===== config.mk =====
export PLATFORM = sky130hd
export DESIGN_NAME = acf_clock_fault_cfg
export DESIGN_NICKNAME = d
export VERILOG_FILES = /design/src/design/acf_pkg.sv /design/src/design/acf_clock_fault_cfg.sv
export SDC_FILE = /design/constraint.sdc
export NUM_CORES = 1
export LEC_CHECK = 0
export BUFFER_PORTS_ARGS = -buffer_cell sky130_fd_sc_hd__buf_2
export CAP_MARGIN = 20
export CELL_PAD_IN_SITES_DETAIL_PLACEMENT = 0
export CELL_PAD_IN_SITES_GLOBAL_PLACEMENT = 1
export CORE_MARGIN = 2
export CORE_UTILIZATION = 48
export DETAILED_ROUTE_END_ITERATION = 8
export PLACE_DENSITY = 0.86
export SYNTH_ARGS = -nofsm -noshare
export SYNTH_HDL_FRONTEND = slang
export SYNTH_SLANG_ARGS = --single-unit

===== constraint.sdc =====
create_clock -name clock -period 3.6 [get_ports clock]
set_input_delay 0.18 -clock clock [delete_from_list [all_inputs] [get_ports clock]]
set_output_delay 0.18 -clock clock [all_outputs]
set_load 0.02 [all_outputs]

===== src/design/acf_pkg.sv =====
// How it works
// - Bit 7 set powers battery monitor down
// - Rate field codes 8, 16, 48, 96 kHz
// - Sample-rate register resets to 32h
// - Detector 2: bit 3 picks recover or latch
// - Detector 1: bit 2 picks recover or latch
// - Bits 7-6 choose fault gain ramp rate
// - Detector 1 timeout from bits 5-3, reset 2h
// - Detector 2 timeout from bits 2-0, reset 1h
// - Bit 2 clear allows over-temperature auto retry
// - Protection register resets to 3h
package acf_pkg;

  // Register offsets on the control port
  localparam logic [7:0] OFS_LOW_POWER_CONFIG   = 8'h35;
  localparam logic [7:0] OFS_SAMPLE_RATE_CONFIG = 8'h36;
  localparam logic [7:0] OFS_CLOCK_FAULT_RECOV  = 8'h4f;
  localparam logic [7:0] OFS_CLOCK_FAULT_TIMING = 8'h50;
  localparam logic [7:0] OFS_PROTECTION_CONFIG  = 8'h58;

  // Reset values
  localparam logic [7:0] RST_LOW_POWER_CONFIG   = 8'h00;
  localparam logic [7:0] RST_SAMPLE_RATE_CONFIG = 8'h32;
  localparam logic [7:0] RST_CLOCK_FAULT_RECOV  = 8'h00;
  localparam logic [7:0] RST_CLOCK_FAULT_TIMING = 8'h11;
  localparam logic [7:0] RST_PROTECTION_CONFIG  = 8'h03;
  localparam logic [7:0] RDATA_UNMAPPED         = 8'h00;

  // Field positions
  localparam int BIT_BATT_MON_POWER_DOWN   = 7;
  localparam int BIT_FAULT2_LATCH_SHUTDOWN = 3;
  localparam int BIT_FAULT1_LATCH_SHUTDOWN = 2;
  localparam int BIT_OVERTEMP_RETRY_DIS    = 2;
  localparam int RATE_LSB                  = 0;
  localparam int RAMP_LSB                  = 6;
  localparam int TO1_LSB                   = 3;
  localparam int TO2_LSB                   = 0;

  // Audio serial input rate codes
  typedef enum logic [1:0] {
    RATE_8K  = 2'b00,
    RATE_16K = 2'b01,
    RATE_48K = 2'b10,
    RATE_96K = 2'b11
  } acf_rate_t;

  // Gain ramp-down rate codes; 2'b10 is reserved
  typedef enum logic [1:0] {
    RAMP_15US  = 2'b00,
    RAMP_30US  = 2'b01,
    RAMP_RSVD  = 2'b10,
    RAMP_60US  = 2'b11
  } acf_ramp_t;

  // Clock period and absence timeouts, in ns
  localparam int unsigned CLK_PERIOD_NS = 4;
  localparam int unsigned TO_NS [8] = '{10600, 21300, 42600, 85300,
                                        340000, 680000, 1360000, 2730000};
  localparam int CNT_W = 20;

  // Each time rounds down to whole cycles
  function automatic int unsigned to_cycles(input int unsigned ns);
    to_cycles = ns / CLK_PERIOD_NS;
  endfunction

endpackage


===== src/design/acf_clock_fault_cfg.sv =====
`timescale 1ns/1ps
module acf_clock_fault_cfg #(
  // Absence timeouts in cycles, one per code; shorten for simulation
  parameter int unsigned TimeoutCycles [8] = '{
    acf_pkg::to_cycles(acf_pkg::TO_NS[0]), acf_pkg::to_cycles(acf_pkg::TO_NS[1]),
    acf_pkg::to_cycles(acf_pkg::TO_NS[2]), acf_pkg::to_cycles(acf_pkg::TO_NS[3]),
    acf_pkg::to_cycles(acf_pkg::TO_NS[4]), acf_pkg::to_cycles(acf_pkg::TO_NS[5]),
    acf_pkg::to_cycles(acf_pkg::TO_NS[6]), acf_pkg::to_cycles(acf_pkg::TO_NS[7])}
) (
  input  wire logic       clock,
  input  wire logic       arst_n,
  input  wire logic [7:0] regAddr,
  input  wire logic       regWrite,
  input  wire logic       regRead,
  input  wire logic [7:0] regWdata,
  output logic      [7:0] regRdata,
  input  wire logic [1:0] clockSeen,
  output logic            battMonPowerDown,
  output logic      [1:0] audio_serial_input_rate,
  output logic      [1:0] fault_gain_ramp_rate,
  output logic            overtempRetryEnable,
  output logic      [1:0] clockFaultActive,
  output logic      [1:0] clockFaultLatched,
  output logic            playbackMute
);

  // Configuration registers
  logic [7:0] lowPower_q, lowPower_d;          // Battery monitor control
  logic [7:0] sampleRate_q, sampleRate_d;      // Serial input rate
  logic [7:0] faultRecov_q, faultRecov_d;      // Latch-or-recover choice
  logic [7:0] faultTiming_q, faultTiming_d;    // Ramp rate and timeouts
  logic [7:0] protection_q, protection_d;      // Over-temperature retry
  logic [7:0] rdata_q, rdata_d;                // Registered read data

  // Detector state, one entry per detector
  logic [acf_pkg::CNT_W-1:0] absentCnt_q [2];  // Cycles without clock
  logic [acf_pkg::CNT_W-1:0] absentCnt_d [2];
  logic [1:0]                latched_q, latched_d;
  logic [1:0]                faultNow;         // Timeout reached
  logic [1:0]                latchSel;         // Latch instead of recover
  logic [2:0]                toCode [2];       // Timeout code per detector
  logic                      recoverWrite;     // Host recovery strobe

  // Register write path
  always_comb begin
    lowPower_d    = lowPower_q;
    sampleRate_d  = sampleRate_q;
    faultRecov_d  = faultRecov_q;
    faultTiming_d = faultTiming_q;
    protection_d  = protection_q;
    if (regWrite) begin
      case (regAddr)
        acf_pkg::OFS_LOW_POWER_CONFIG:   lowPower_d    = regWdata;
        acf_pkg::OFS_SAMPLE_RATE_CONFIG: sampleRate_d  = regWdata;
        acf_pkg::OFS_CLOCK_FAULT_RECOV:  faultRecov_d  = regWdata;
        acf_pkg::OFS_CLOCK_FAULT_TIMING: faultTiming_d = regWdata;
        acf_pkg::OFS_PROTECTION_CONFIG:  protection_d  = regWdata;
        default: begin
          // Unmapped writes are dropped
          lowPower_d = lowPower_q;
        end
      endcase
    end
  end

  // Register read path, answered one cycle after the strobe
  always_comb begin
    rdata_d = rdata_q;
    if (regRead) begin
      case (regAddr)
        acf_pkg::OFS_LOW_POWER_CONFIG:   rdata_d = lowPower_q;
        acf_pkg::OFS_SAMPLE_RATE_CONFIG: rdata_d = sampleRate_q;
        acf_pkg::OFS_CLOCK_FAULT_RECOV:  rdata_d = faultRecov_q;
        acf_pkg::OFS_CLOCK_FAULT_TIMING: rdata_d = faultTiming_q;
        acf_pkg::OFS_PROTECTION_CONFIG:  rdata_d = protection_q;
        default:                         rdata_d = acf_pkg::RDATA_UNMAPPED;
      endcase
    end
  end

  // Register storage; reserved bits are kept as written
  always_ff @(posedge clock or negedge arst_n) begin
    if (!arst_n) begin
      lowPower_q    <= acf_pkg::RST_LOW_POWER_CONFIG;
      sampleRate_q  <= acf_pkg::RST_SAMPLE_RATE_CONFIG;
      faultRecov_q  <= acf_pkg::RST_CLOCK_FAULT_RECOV;
      faultTiming_q <= acf_pkg::RST_CLOCK_FAULT_TIMING;
      protection_q  <= acf_pkg::RST_PROTECTION_CONFIG;
      rdata_q       <= acf_pkg::RDATA_UNMAPPED;
    end else begin
      lowPower_q    <= lowPower_d;
      sampleRate_q  <= sampleRate_d;
      faultRecov_q  <= faultRecov_d;
      faultTiming_q <= faultTiming_d;
      protection_q  <= protection_d;
      rdata_q       <= rdata_d;
    end
  end

  // Field decode feeding the detectors
  assign latchSel[0]  = faultRecov_q[acf_pkg::BIT_FAULT1_LATCH_SHUTDOWN];
  assign latchSel[1]  = faultRecov_q[acf_pkg::BIT_FAULT2_LATCH_SHUTDOWN];
  assign toCode[0]    = faultTiming_q[acf_pkg::TO1_LSB +: 3];
  assign toCode[1]    = faultTiming_q[acf_pkg::TO2_LSB +: 3];
  // Recovery is any host write to the recovery register
  assign recoverWrite = regWrite && (regAddr == acf_pkg::OFS_CLOCK_FAULT_RECOV);

  // Absence counters: saturate at the selected timeout
  always_comb begin
    for (int i = 0; i < 2; i++) begin
      absentCnt_d[i] = absentCnt_q[i];
      faultNow[i]    = (absentCnt_q[i] >= acf_pkg::CNT_W'(TimeoutCycles[toCode[i]]));
      if (clockSeen[i]) begin
        absentCnt_d[i] = '0;
      end else if (!faultNow[i]) begin
        absentCnt_d[i] = absentCnt_q[i] + acf_pkg::CNT_W'(1);
      end
    end
    // Latch on fault when chosen; the set beats a same-cycle recovery
    latched_d = (faultNow & latchSel) | (latched_q & {2{~recoverWrite}});
  end

  // Detector state registers
  generate
    for (genvar g = 0; g < 2; g++) begin : gDet
      always_ff @(posedge clock or negedge arst_n) begin
        if (!arst_n) begin
          absentCnt_q[g] <= '0;
          latched_q[g]   <= 1'b0;
        end else begin
          absentCnt_q[g] <= absentCnt_d[g];
          latched_q[g]   <= latched_d[g];
        end
      end
    end
  endgenerate

  // Outputs; a timed-out detector in recover mode clears itself once clock returns
  assign regRdata                = rdata_q;
  assign battMonPowerDown        = lowPower_q[acf_pkg::BIT_BATT_MON_POWER_DOWN];
  assign audio_serial_input_rate = sampleRate_q[acf_pkg::RATE_LSB +: 2];
  assign overtempRetryEnable     = ~protection_q[acf_pkg::BIT_OVERTEMP_RETRY_DIS];
  assign clockFaultActive        = faultNow;
  assign clockFaultLatched       = latched_q;
  assign playbackMute            = |faultNow || |latched_q;

  // Ramp rate; the reserved code falls back to RAMP_15US
  always_comb begin
    case (acf_pkg::acf_ramp_t'(faultTiming_q[acf_pkg::RAMP_LSB +: 2]))
      acf_pkg::RAMP_15US: fault_gain_ramp_rate = acf_pkg::RAMP_15US;
      acf_pkg::RAMP_30US: fault_gain_ramp_rate = acf_pkg::RAMP_30US;
      acf_pkg::RAMP_60US: fault_gain_ramp_rate = acf_pkg::RAMP_60US;
      default:            fault_gain_ramp_rate = acf_pkg::RAMP_15US;
    endcase
  end
endmodule


==> After elaboration in Yosys (flattened, before gate mapping) <==
Memories as Yosys holds them, arrays and structs flattened.
Cells that the tools add are included.
{ "word_totals": {"romBits": 512, "latch_bits": 0, "ram_bits": 0, "inputBits": 22, "ff_bits": 90, "memories": 2, "output_inout_bits": 19} }
{ "op_classes": {"div": 0, "n_bitwise": 7, "n_shift": 0, "n_lt_le_gt_ge": 4, "n_eq_ne": 9, "n_mul": 0, "add_sub_neg": 2, "reduce_logical": 9, "mux": 10} }
{ "mem_list": {"columns": ["memory", "words", "word_bits", "read_ports", "rd_ports_with_merged_regs", "write_ports", "line", "rtl"], "rows": [
  ["(name not given)", 8, 32, 1, 0, 0, "acf_clock_fault_cfg.sv:112", "faultNow[i] = (absentCnt_q[i] >= acf_pkg::CNT_W'(TimeoutCycles[toCode[i]]));"],
  ["(name not given)", 8, 32, 1, 0, 0, "acf_clock_fault_cfg.sv:112", null]
]} }
{ "op_table": {"columns": ["operator", "count"], "rows": [
  ["20-bit 2-to-1 mux", 8],
  ["20-bit by 1-bit adder with 20-bit output, second input constant", 2],
  ["20-bit greater-or-equal comparator", 2],
  ["8-bit one-hot mux with 5 select lines", 1],
  ["8-bit by 7-bit == test with 1-bit output, second input constant", 3],
  ["8-bit by 6-bit == test with 1-bit output, second input constant", 2],
  ["2-bit AND reduction", 5],
  ["4-bit greater-or-equal comparator, second input constant", 2],
  ["3-bit inverter with 4-bit output", 2],
  ["2-bit AND", 2],
  ["2-bit != test, second input constant", 2],
  ["2-bit one-hot mux with 2 select lines", 1],
  ["2-bit OR reduction", 2],
  ["2-bit by 1-bit == test with 1-bit output, second input constant", 1],
  ["2-bit == test, second input constant", 1],
  ["1-bit inverter", 2],
  ["2-bit OR", 1],
  ["1-bit logical AND", 1],
  ["1-bit logical OR", 1]
]} }

==> Depth between registers and ports, before layout <==
{ "depth": {"word_depth": 7, "ltp_mapped": 13} }

==> Worst setup path before layout <==
Ideal clock, no wire load.
{ "synth_timing": {"kind": "register to output", "from": "reg faultTiming_q[4]", "to": "out playbackMute", "t_arrival_ns": 2.872, "n_path_buf": 1, "slack_ns": 0.548, "stages_incl_launch_ff": 11, "cell_sequence": "dfstp_2 > inv_1 > ha_1 > o21a_1 > ha_1 > a21oi_1 > o21ai_0 > a221oi_2 > o211ai_2 > buf_4 > or4_1"} }
{ "synth_between": {"elab_chain_len": 7} }
{ "synth_rtl": {"columns": ["element", "line", "rtl"], "rows": [
  ["start: declaration", "acf_clock_fault_cfg.sv:31", "logic [7:0] faultTiming_q, faultTiming_d;"],
  ["start signal: assignment", "acf_clock_fault_cfg.sv:87", "faultTiming_q <= acf_pkg::RST_CLOCK_FAULT_TIMING;"],
  ["start signal: assignment", "acf_clock_fault_cfg.sv:94", "faultTiming_q <= faultTiming_d;"],
  ["3-bit inverter with 4-bit output (not written as such)", "acf_clock_fault_cfg.sv:112", null],
  ["memory 8 x 32 bit", null, null],
  ["20-bit 2-to-1 mux (not written as such) (2 in a row)", "acf_clock_fault_cfg.sv:112", null],
  ["20-bit greater-or-equal comparator", "acf_clock_fault_cfg.sv:112", null],
  ["2-bit OR reduction", "acf_clock_fault_cfg.sv:145", "assign playbackMute = |faultNow || |latched_q;"],
  ["1-bit logical OR", "acf_clock_fault_cfg.sv:145", null],
  ["end: declaration", "acf_clock_fault_cfg.sv:24", "output logic playbackMute"]
]} }
Every way passes these cells. The select of a mux whose other input is x is not followed.

==> Worst setup path in the final report <==
Ends and elaborated chain as after synthesis.

==> flow_results.xml <==
<?xml version="1.0" encoding="UTF-8"?>
<metrics>
  <group name="yosys">
    <metric name="synth_edf_count" unit="">0</metric>
    <metric name="synth.net_count" unit="">646</metric>
    <metric name="ys.flop_type" unit="">sky130_fd_sc_hd__dfrtp_1</metric>
    <metric name="postSynthRegisterBits" unit="">90</metric>
    <metric name="async_flop_share" unit="%">100</metric>
    <metric name="synth-warning-count" unit="">0</metric>
    <metric name="ys_top_cells_by_area" unit="">sky130_fd_sc_hd__dfrtp_1 37%, sky130_fd_sc_hd__ha_1 12%, sky130_fd_sc_hd__mux2_2 8.4%, sky130_fd_sc_hd__a21oi_1 5.8%, sky130_fd_sc_hd__o21ai_0 3.3%</metric>
    <metric name="netlist-cell-type-count" unit="">53</metric>
    <metric name="yosys.area.top_type_share" unit="%">36.9</metric>
    <metric name="synth_area" unit="µm²">5630</metric>
    <metric name="ys_seq_area_share" unit="%">40.2</metric>
    <metric name="synth.avg_cell_area" unit="µm²">9.88</metric>
    <metric name="synth_top_cell_by_area" unit="">sky130_fd_sc_hd__dfrtp_1</metric>
    <metric name="synthesized_netlist_cell_count" unit="">570</metric>
  </group>
  <group name="worst_setup_path">
    <metric name="timing_worst_setup_path_type" unit="">reg2out</metric>
    <metric name="cp_common_cell" unit="">sky130_fd_sc_hd__ha_1</metric>
    <metric name="worst-path-max-fanout" unit="">9</metric>
    <metric name="critical_path_required" unit="ps">3420</metric>
    <metric name="ff2ff_setup_slack" unit="ps">250</metric>
    <metric name="stage_delay_of_the_slowest_cell_on_the_critical_path" unit="ps">610</metric>
    <metric name="worst_ep_arrival_time" unit="ps">3310</metric>
    <metric name="startpoint_type" unit="">register</metric>
    <metric name="critPathCaptureType" unit="">primary output</metric>
    <metric name="critical_path.slowest_cell" unit="">sky130_fd_sc_hd__dfstp_2</metric>
    <metric name="worstPathCellList" unit="">inv_1 &gt; ha_1 &gt; o21a_1 &gt; ha_1 &gt; a21oi_1 &gt; o21ai_0 &gt; a221oi_2 &gt; o211ai_2 &gt; or4_1 &gt; buf_2</metric>
  </group>
  <group name="hold_path">
    <metric name="min-delay-path-class" unit="">in2reg</metric>
  </group>
  <group name="timing">
    <metric name="report.final.hold_viol_count" unit="">0</metric>
    <metric name="rsz_0062_raised_after_global_routing" unit="">yes</metric>
    <metric name="timing_worst_slew_pin_value" unit="ps">831</metric>
    <metric name="worst_slew_margin_rel" unit="%">44.6</metric>
    <metric name="worst_slack" unit="ps">105</metric>
    <metric name="fin_worst_skew" unit="ps">7.04</metric>
    <metric name="post-route-min-period" unit="ps">3490</metric>
    <metric name="final.hold.worst_slack" unit="ps">118</metric>
    <metric name="max_freq" unit="GHz">0.286</metric>
    <metric name="slew_violations" unit="">0</metric>
    <metric name="report.final.setup_viol" unit="">0</metric>
    <metric name="finalCritPeriodShare" unit="%">97.1</metric>
  </group>
  <group name="floorplan">
    <metric name="fp.dieW" unit="µm">112</metric>
    <metric name="total_number_of_placement_rows" unit="">39</metric>
    <metric name="initial_core_util" unit="%">49.3</metric>
    <metric name="placeableCoreArea" unit="µm²">11400</metric>
    <metric name="floorplan.io_pins" unit="">41</metric>
    <metric name="floorplan.die_area" unit="µm²">12600</metric>
    <metric name="floorplan.die.height" unit="µm">112</metric>
  </group>
  <group name="final_layout">
    <metric name="final_core_utilization" unit="%">55.4</metric>
    <metric name="stdcell_count" unit="">757</metric>
    <metric name="layout-drive-gt1-share" unit="%">22.5</metric>
    <metric name="finalNetCount" unit="">685</metric>
    <metric name="mostFrequentLayoutCells" unit="">83 x sky130_fd_sc_hd__dfrtp_1, 65 x sky130_fd_sc_hd__a21oi_1, 53 x sky130_fd_sc_hd__ha_1, 45 x sky130_fd_sc_hd__nand2_1, 42 x sky130_fd_sc_hd__mux2_2</metric>
    <metric name="design_area_final" unit="µm²">6330</metric>
    <metric name="antenna_diode_count" unit="">0</metric>
    <metric name="layout_commonest_cell" unit="">sky130_fd_sc_hd__dfrtp_1</metric>
    <metric name="synthToLayoutAreaGrowth" unit="%">12.4</metric>
    <metric name="filler_cell_count" unit="">1040</metric>
  </group>
  <group name="grt">
    <metric name="antenna_found_initial" unit="">0</metric>
    <metric name="pin_count_of_the_biggest_net_entering_global_routing" unit="">65</metric>
    <metric name="grt.overflow.total" unit="">0</metric>
    <metric name="grt_util_all_layers" unit="%">20.5</metric>
    <metric name="first_global_vias" unit="">4328</metric>
    <metric name="wire_length_of_the_first_global_routing_pass" unit="mm">20.9</metric>
  </group>
  <group name="pwr">
    <metric name="cellLeakagePower" unit="nW">2.86</metric>
    <metric name="power.ir.vdd_worst" unit="mV">0.395</metric>
    <metric name="p_per_area" unit="nW/µm²">363</metric>
  </group>
  <group name="detailed_routing">
    <metric name="drt_first_pass_iters" unit="">4</metric>
    <metric name="dr.first_iter.drc_count" unit="">247</metric>
    <metric name="remaining_drc_errors" unit="">0</metric>
    <metric name="via_per_inst" unit="">6.02</metric>
    <metric name="wire_per_inst" unit="µm">16.5</metric>
    <metric name="dr_total_vias" unit="">4560</metric>
    <metric name="drt.antenna.violating_nets" unit="">0</metric>
    <metric name="drt_total_wl" unit="mm">12.5</metric>
  </group>
  <group name="outcome">
    <metric name="status" unit="">finished clean</metric>
  </group>
  <group name="placed_design">
    <metric name="post-dp-hpwl" unit="mm">8.94</metric>
    <metric name="dp_slack" unit="ps">383</metric>
    <metric name="portBuffers" unit="">40</metric>
    <metric name="gp_congestion" unit="">0.857</metric>
    <metric name="dpl.cell_count" unit="">737</metric>
    <metric name="postPlaceCellArea" unit="µm²">5960</metric>
  </group>
  <group name="clocking">
    <metric name="clk-insertion-delay-late" unit="ps">360</metric>
    <metric name="clkSlewWorstSetupHoldPaths" unit="ps">70</metric>
    <metric name="cts-root-to-sink-buffers" unit="">2</metric>
    <metric name="cts-buffers-inserted" unit="">9</metric>
    <metric name="tritoncts" unit="">built</metric>
    <metric name="clk_root_buffer_cell" unit="">sky130_fd_sc_hd__clkbuf_16</metric>
    <metric name="cts_num_sinks" unit="">90</metric>
    <metric name="h-tree-depth" unit="">3</metric>
  </group>
  <group name="run">
    <metric name="maxCapViolations" unit="">0</metric>
  </group>
</metrics>
[sequential cells by signal (all words and copies together), names as in the netlist]
signal             cells
lowPower_q             8
faultTiming_q          8
faultRecov_q           8
clockFaultLatched      2
sampleRate_q           8
absentCnt_q           40
protection_q           8
regRdata               8
[worst paths after layout]
path	from	end	cells after the start
hold reg to reg	faultRecov_q[0]$_DFFE_PN0P_	faultRecov_q[0]$_DFFE_PN0P_	1
hold / removal	regWdata[0]	lowPower_q[0]$_DFFE_PN0P_	2
max in group asynchronous	arst_n	sampleRate_q[1]$_DFFE_PN1P_	3
min in group asynchronous	arst_n	absentCnt_q[29]$_DFFE_PN0P_	2
setup / recovery	faultTiming_q[4]$_DFFE_PN1P_	playbackMute	10
setup reg to reg	faultTiming_q[4]$_DFFE_PN1P_	absentCnt_q[34]$_DFFE_PN0P_	12
[stage by stage]
stage                     power, mW  TNS [ps]
after floorplan                1.22         0
after global placement         1.29         0
after detailed placement       1.30         0
after CTS                      2.32         0
after global routing           2.39     -45.0
final                          2.30         0
[Yosys cell counts, types with 3 or more instances]
cell,count
sky130_fd_sc_hd__a21oi_1,65
sky130_fd_sc_hd__a221oi_1,8
sky130_fd_sc_hd__and2_1,3
sky130_fd_sc_hd__and3_1,5
sky130_fd_sc_hd__and4_1,3
sky130_fd_sc_hd__buf_2,4
sky130_fd_sc_hd__buf_4,5
sky130_fd_sc_hd__clkbuf_1,14
sky130_fd_sc_hd__dfrtp_1,83
sky130_fd_sc_hd__dfstp_2,7
sky130_fd_sc_hd__ha_1,54
sky130_fd_sc_hd__inv_1,18
sky130_fd_sc_hd__mux2_2,42
sky130_fd_sc_hd__mux2i_1,14
sky130_fd_sc_hd__nand2_1,45
sky130_fd_sc_hd__nand2b_1,4
sky130_fd_sc_hd__nand3_1,20
sky130_fd_sc_hd__nand4_1,9
sky130_fd_sc_hd__nor2_1,24
sky130_fd_sc_hd__nor2b_1,4
sky130_fd_sc_hd__nor4_1,3
sky130_fd_sc_hd__o21a_1,3
sky130_fd_sc_hd__o21ai_0,37
sky130_fd_sc_hd__o31ai_1,19
sky130_fd_sc_hd__or2_2,5
sky130_fd_sc_hd__or3_1,16
sky130_fd_sc_hd__or3_2,4
sky130_fd_sc_hd__or4_1,20
[timing repair]
action / in CTS / in global routing
hold buffers: 1 / 0
resized for setup: 0 / 3
setup endpoints to repair: 0 / 2
endpoints found under the hold margin: 60 / 0
buffers inserted: 0 / 3
[metal layers]
| metal | part of all wire (%) | up-vias | wire length, µm | global-route usage [%] |
|---|---|---|---|---|
| met1 | 45 | 2277 | 5580 | 26.4 |
| met4 | 1.6 | 0 | 196 | 6.02 |
| li1 | - | 2208 | - | - |
| met2 | 50 | 60 | 6260 | 33.9 |
| met5 | 0 | - | 0 | 0 |
| met3 | 3.4 | 15 | 425 | 5.89 |
[final cells by class]
type	count	area, µm²	share of cell area, %
clock buffer	9	225	3.56
sequential	90	2260	35.7
clock inverter	7	96.3	1.52
tap	143	179	2.83
inverter	18	67.6	1.07
multi-input combinational	438	3200	50.6
timing repair buffer	52	295	4.67
[where the power goes]
group / internal, mW / switching [mW]
clock: 0.561 / 0.452
combinational: 0.0840 / 0.122
sequential: 1.05 / 0.0298
total: 1.69 / 0.604
[kinds of logic after synthesis]
| group | after synthesis | synth area share (%) |
|---|---|---|
| XOR/XNOR | 1 | 0.156 |
| multiplexers | 56 | 10.9 |
| AND/OR/NAND/NOR | 181 | 18.1 |
| buffers and inverters | 42 | 3.22 |
| AO/OA/AOI/OAI | 146 | 15.4 |
| adder cells (fa/ha/maj) | 54 | 12.0 |
| flip-flops | 90 | 40.2 |
[critical path, delay by kind of cell (launching register included)]
kind	cells	cell delay, ps
and+or+nand+nor	1	510
buffers and inverters	2	270
adders and majority gates	2	610
AOI/OAI and AO/OA	5	960
DFF	1	610
(Power assumes the default switching activity.)
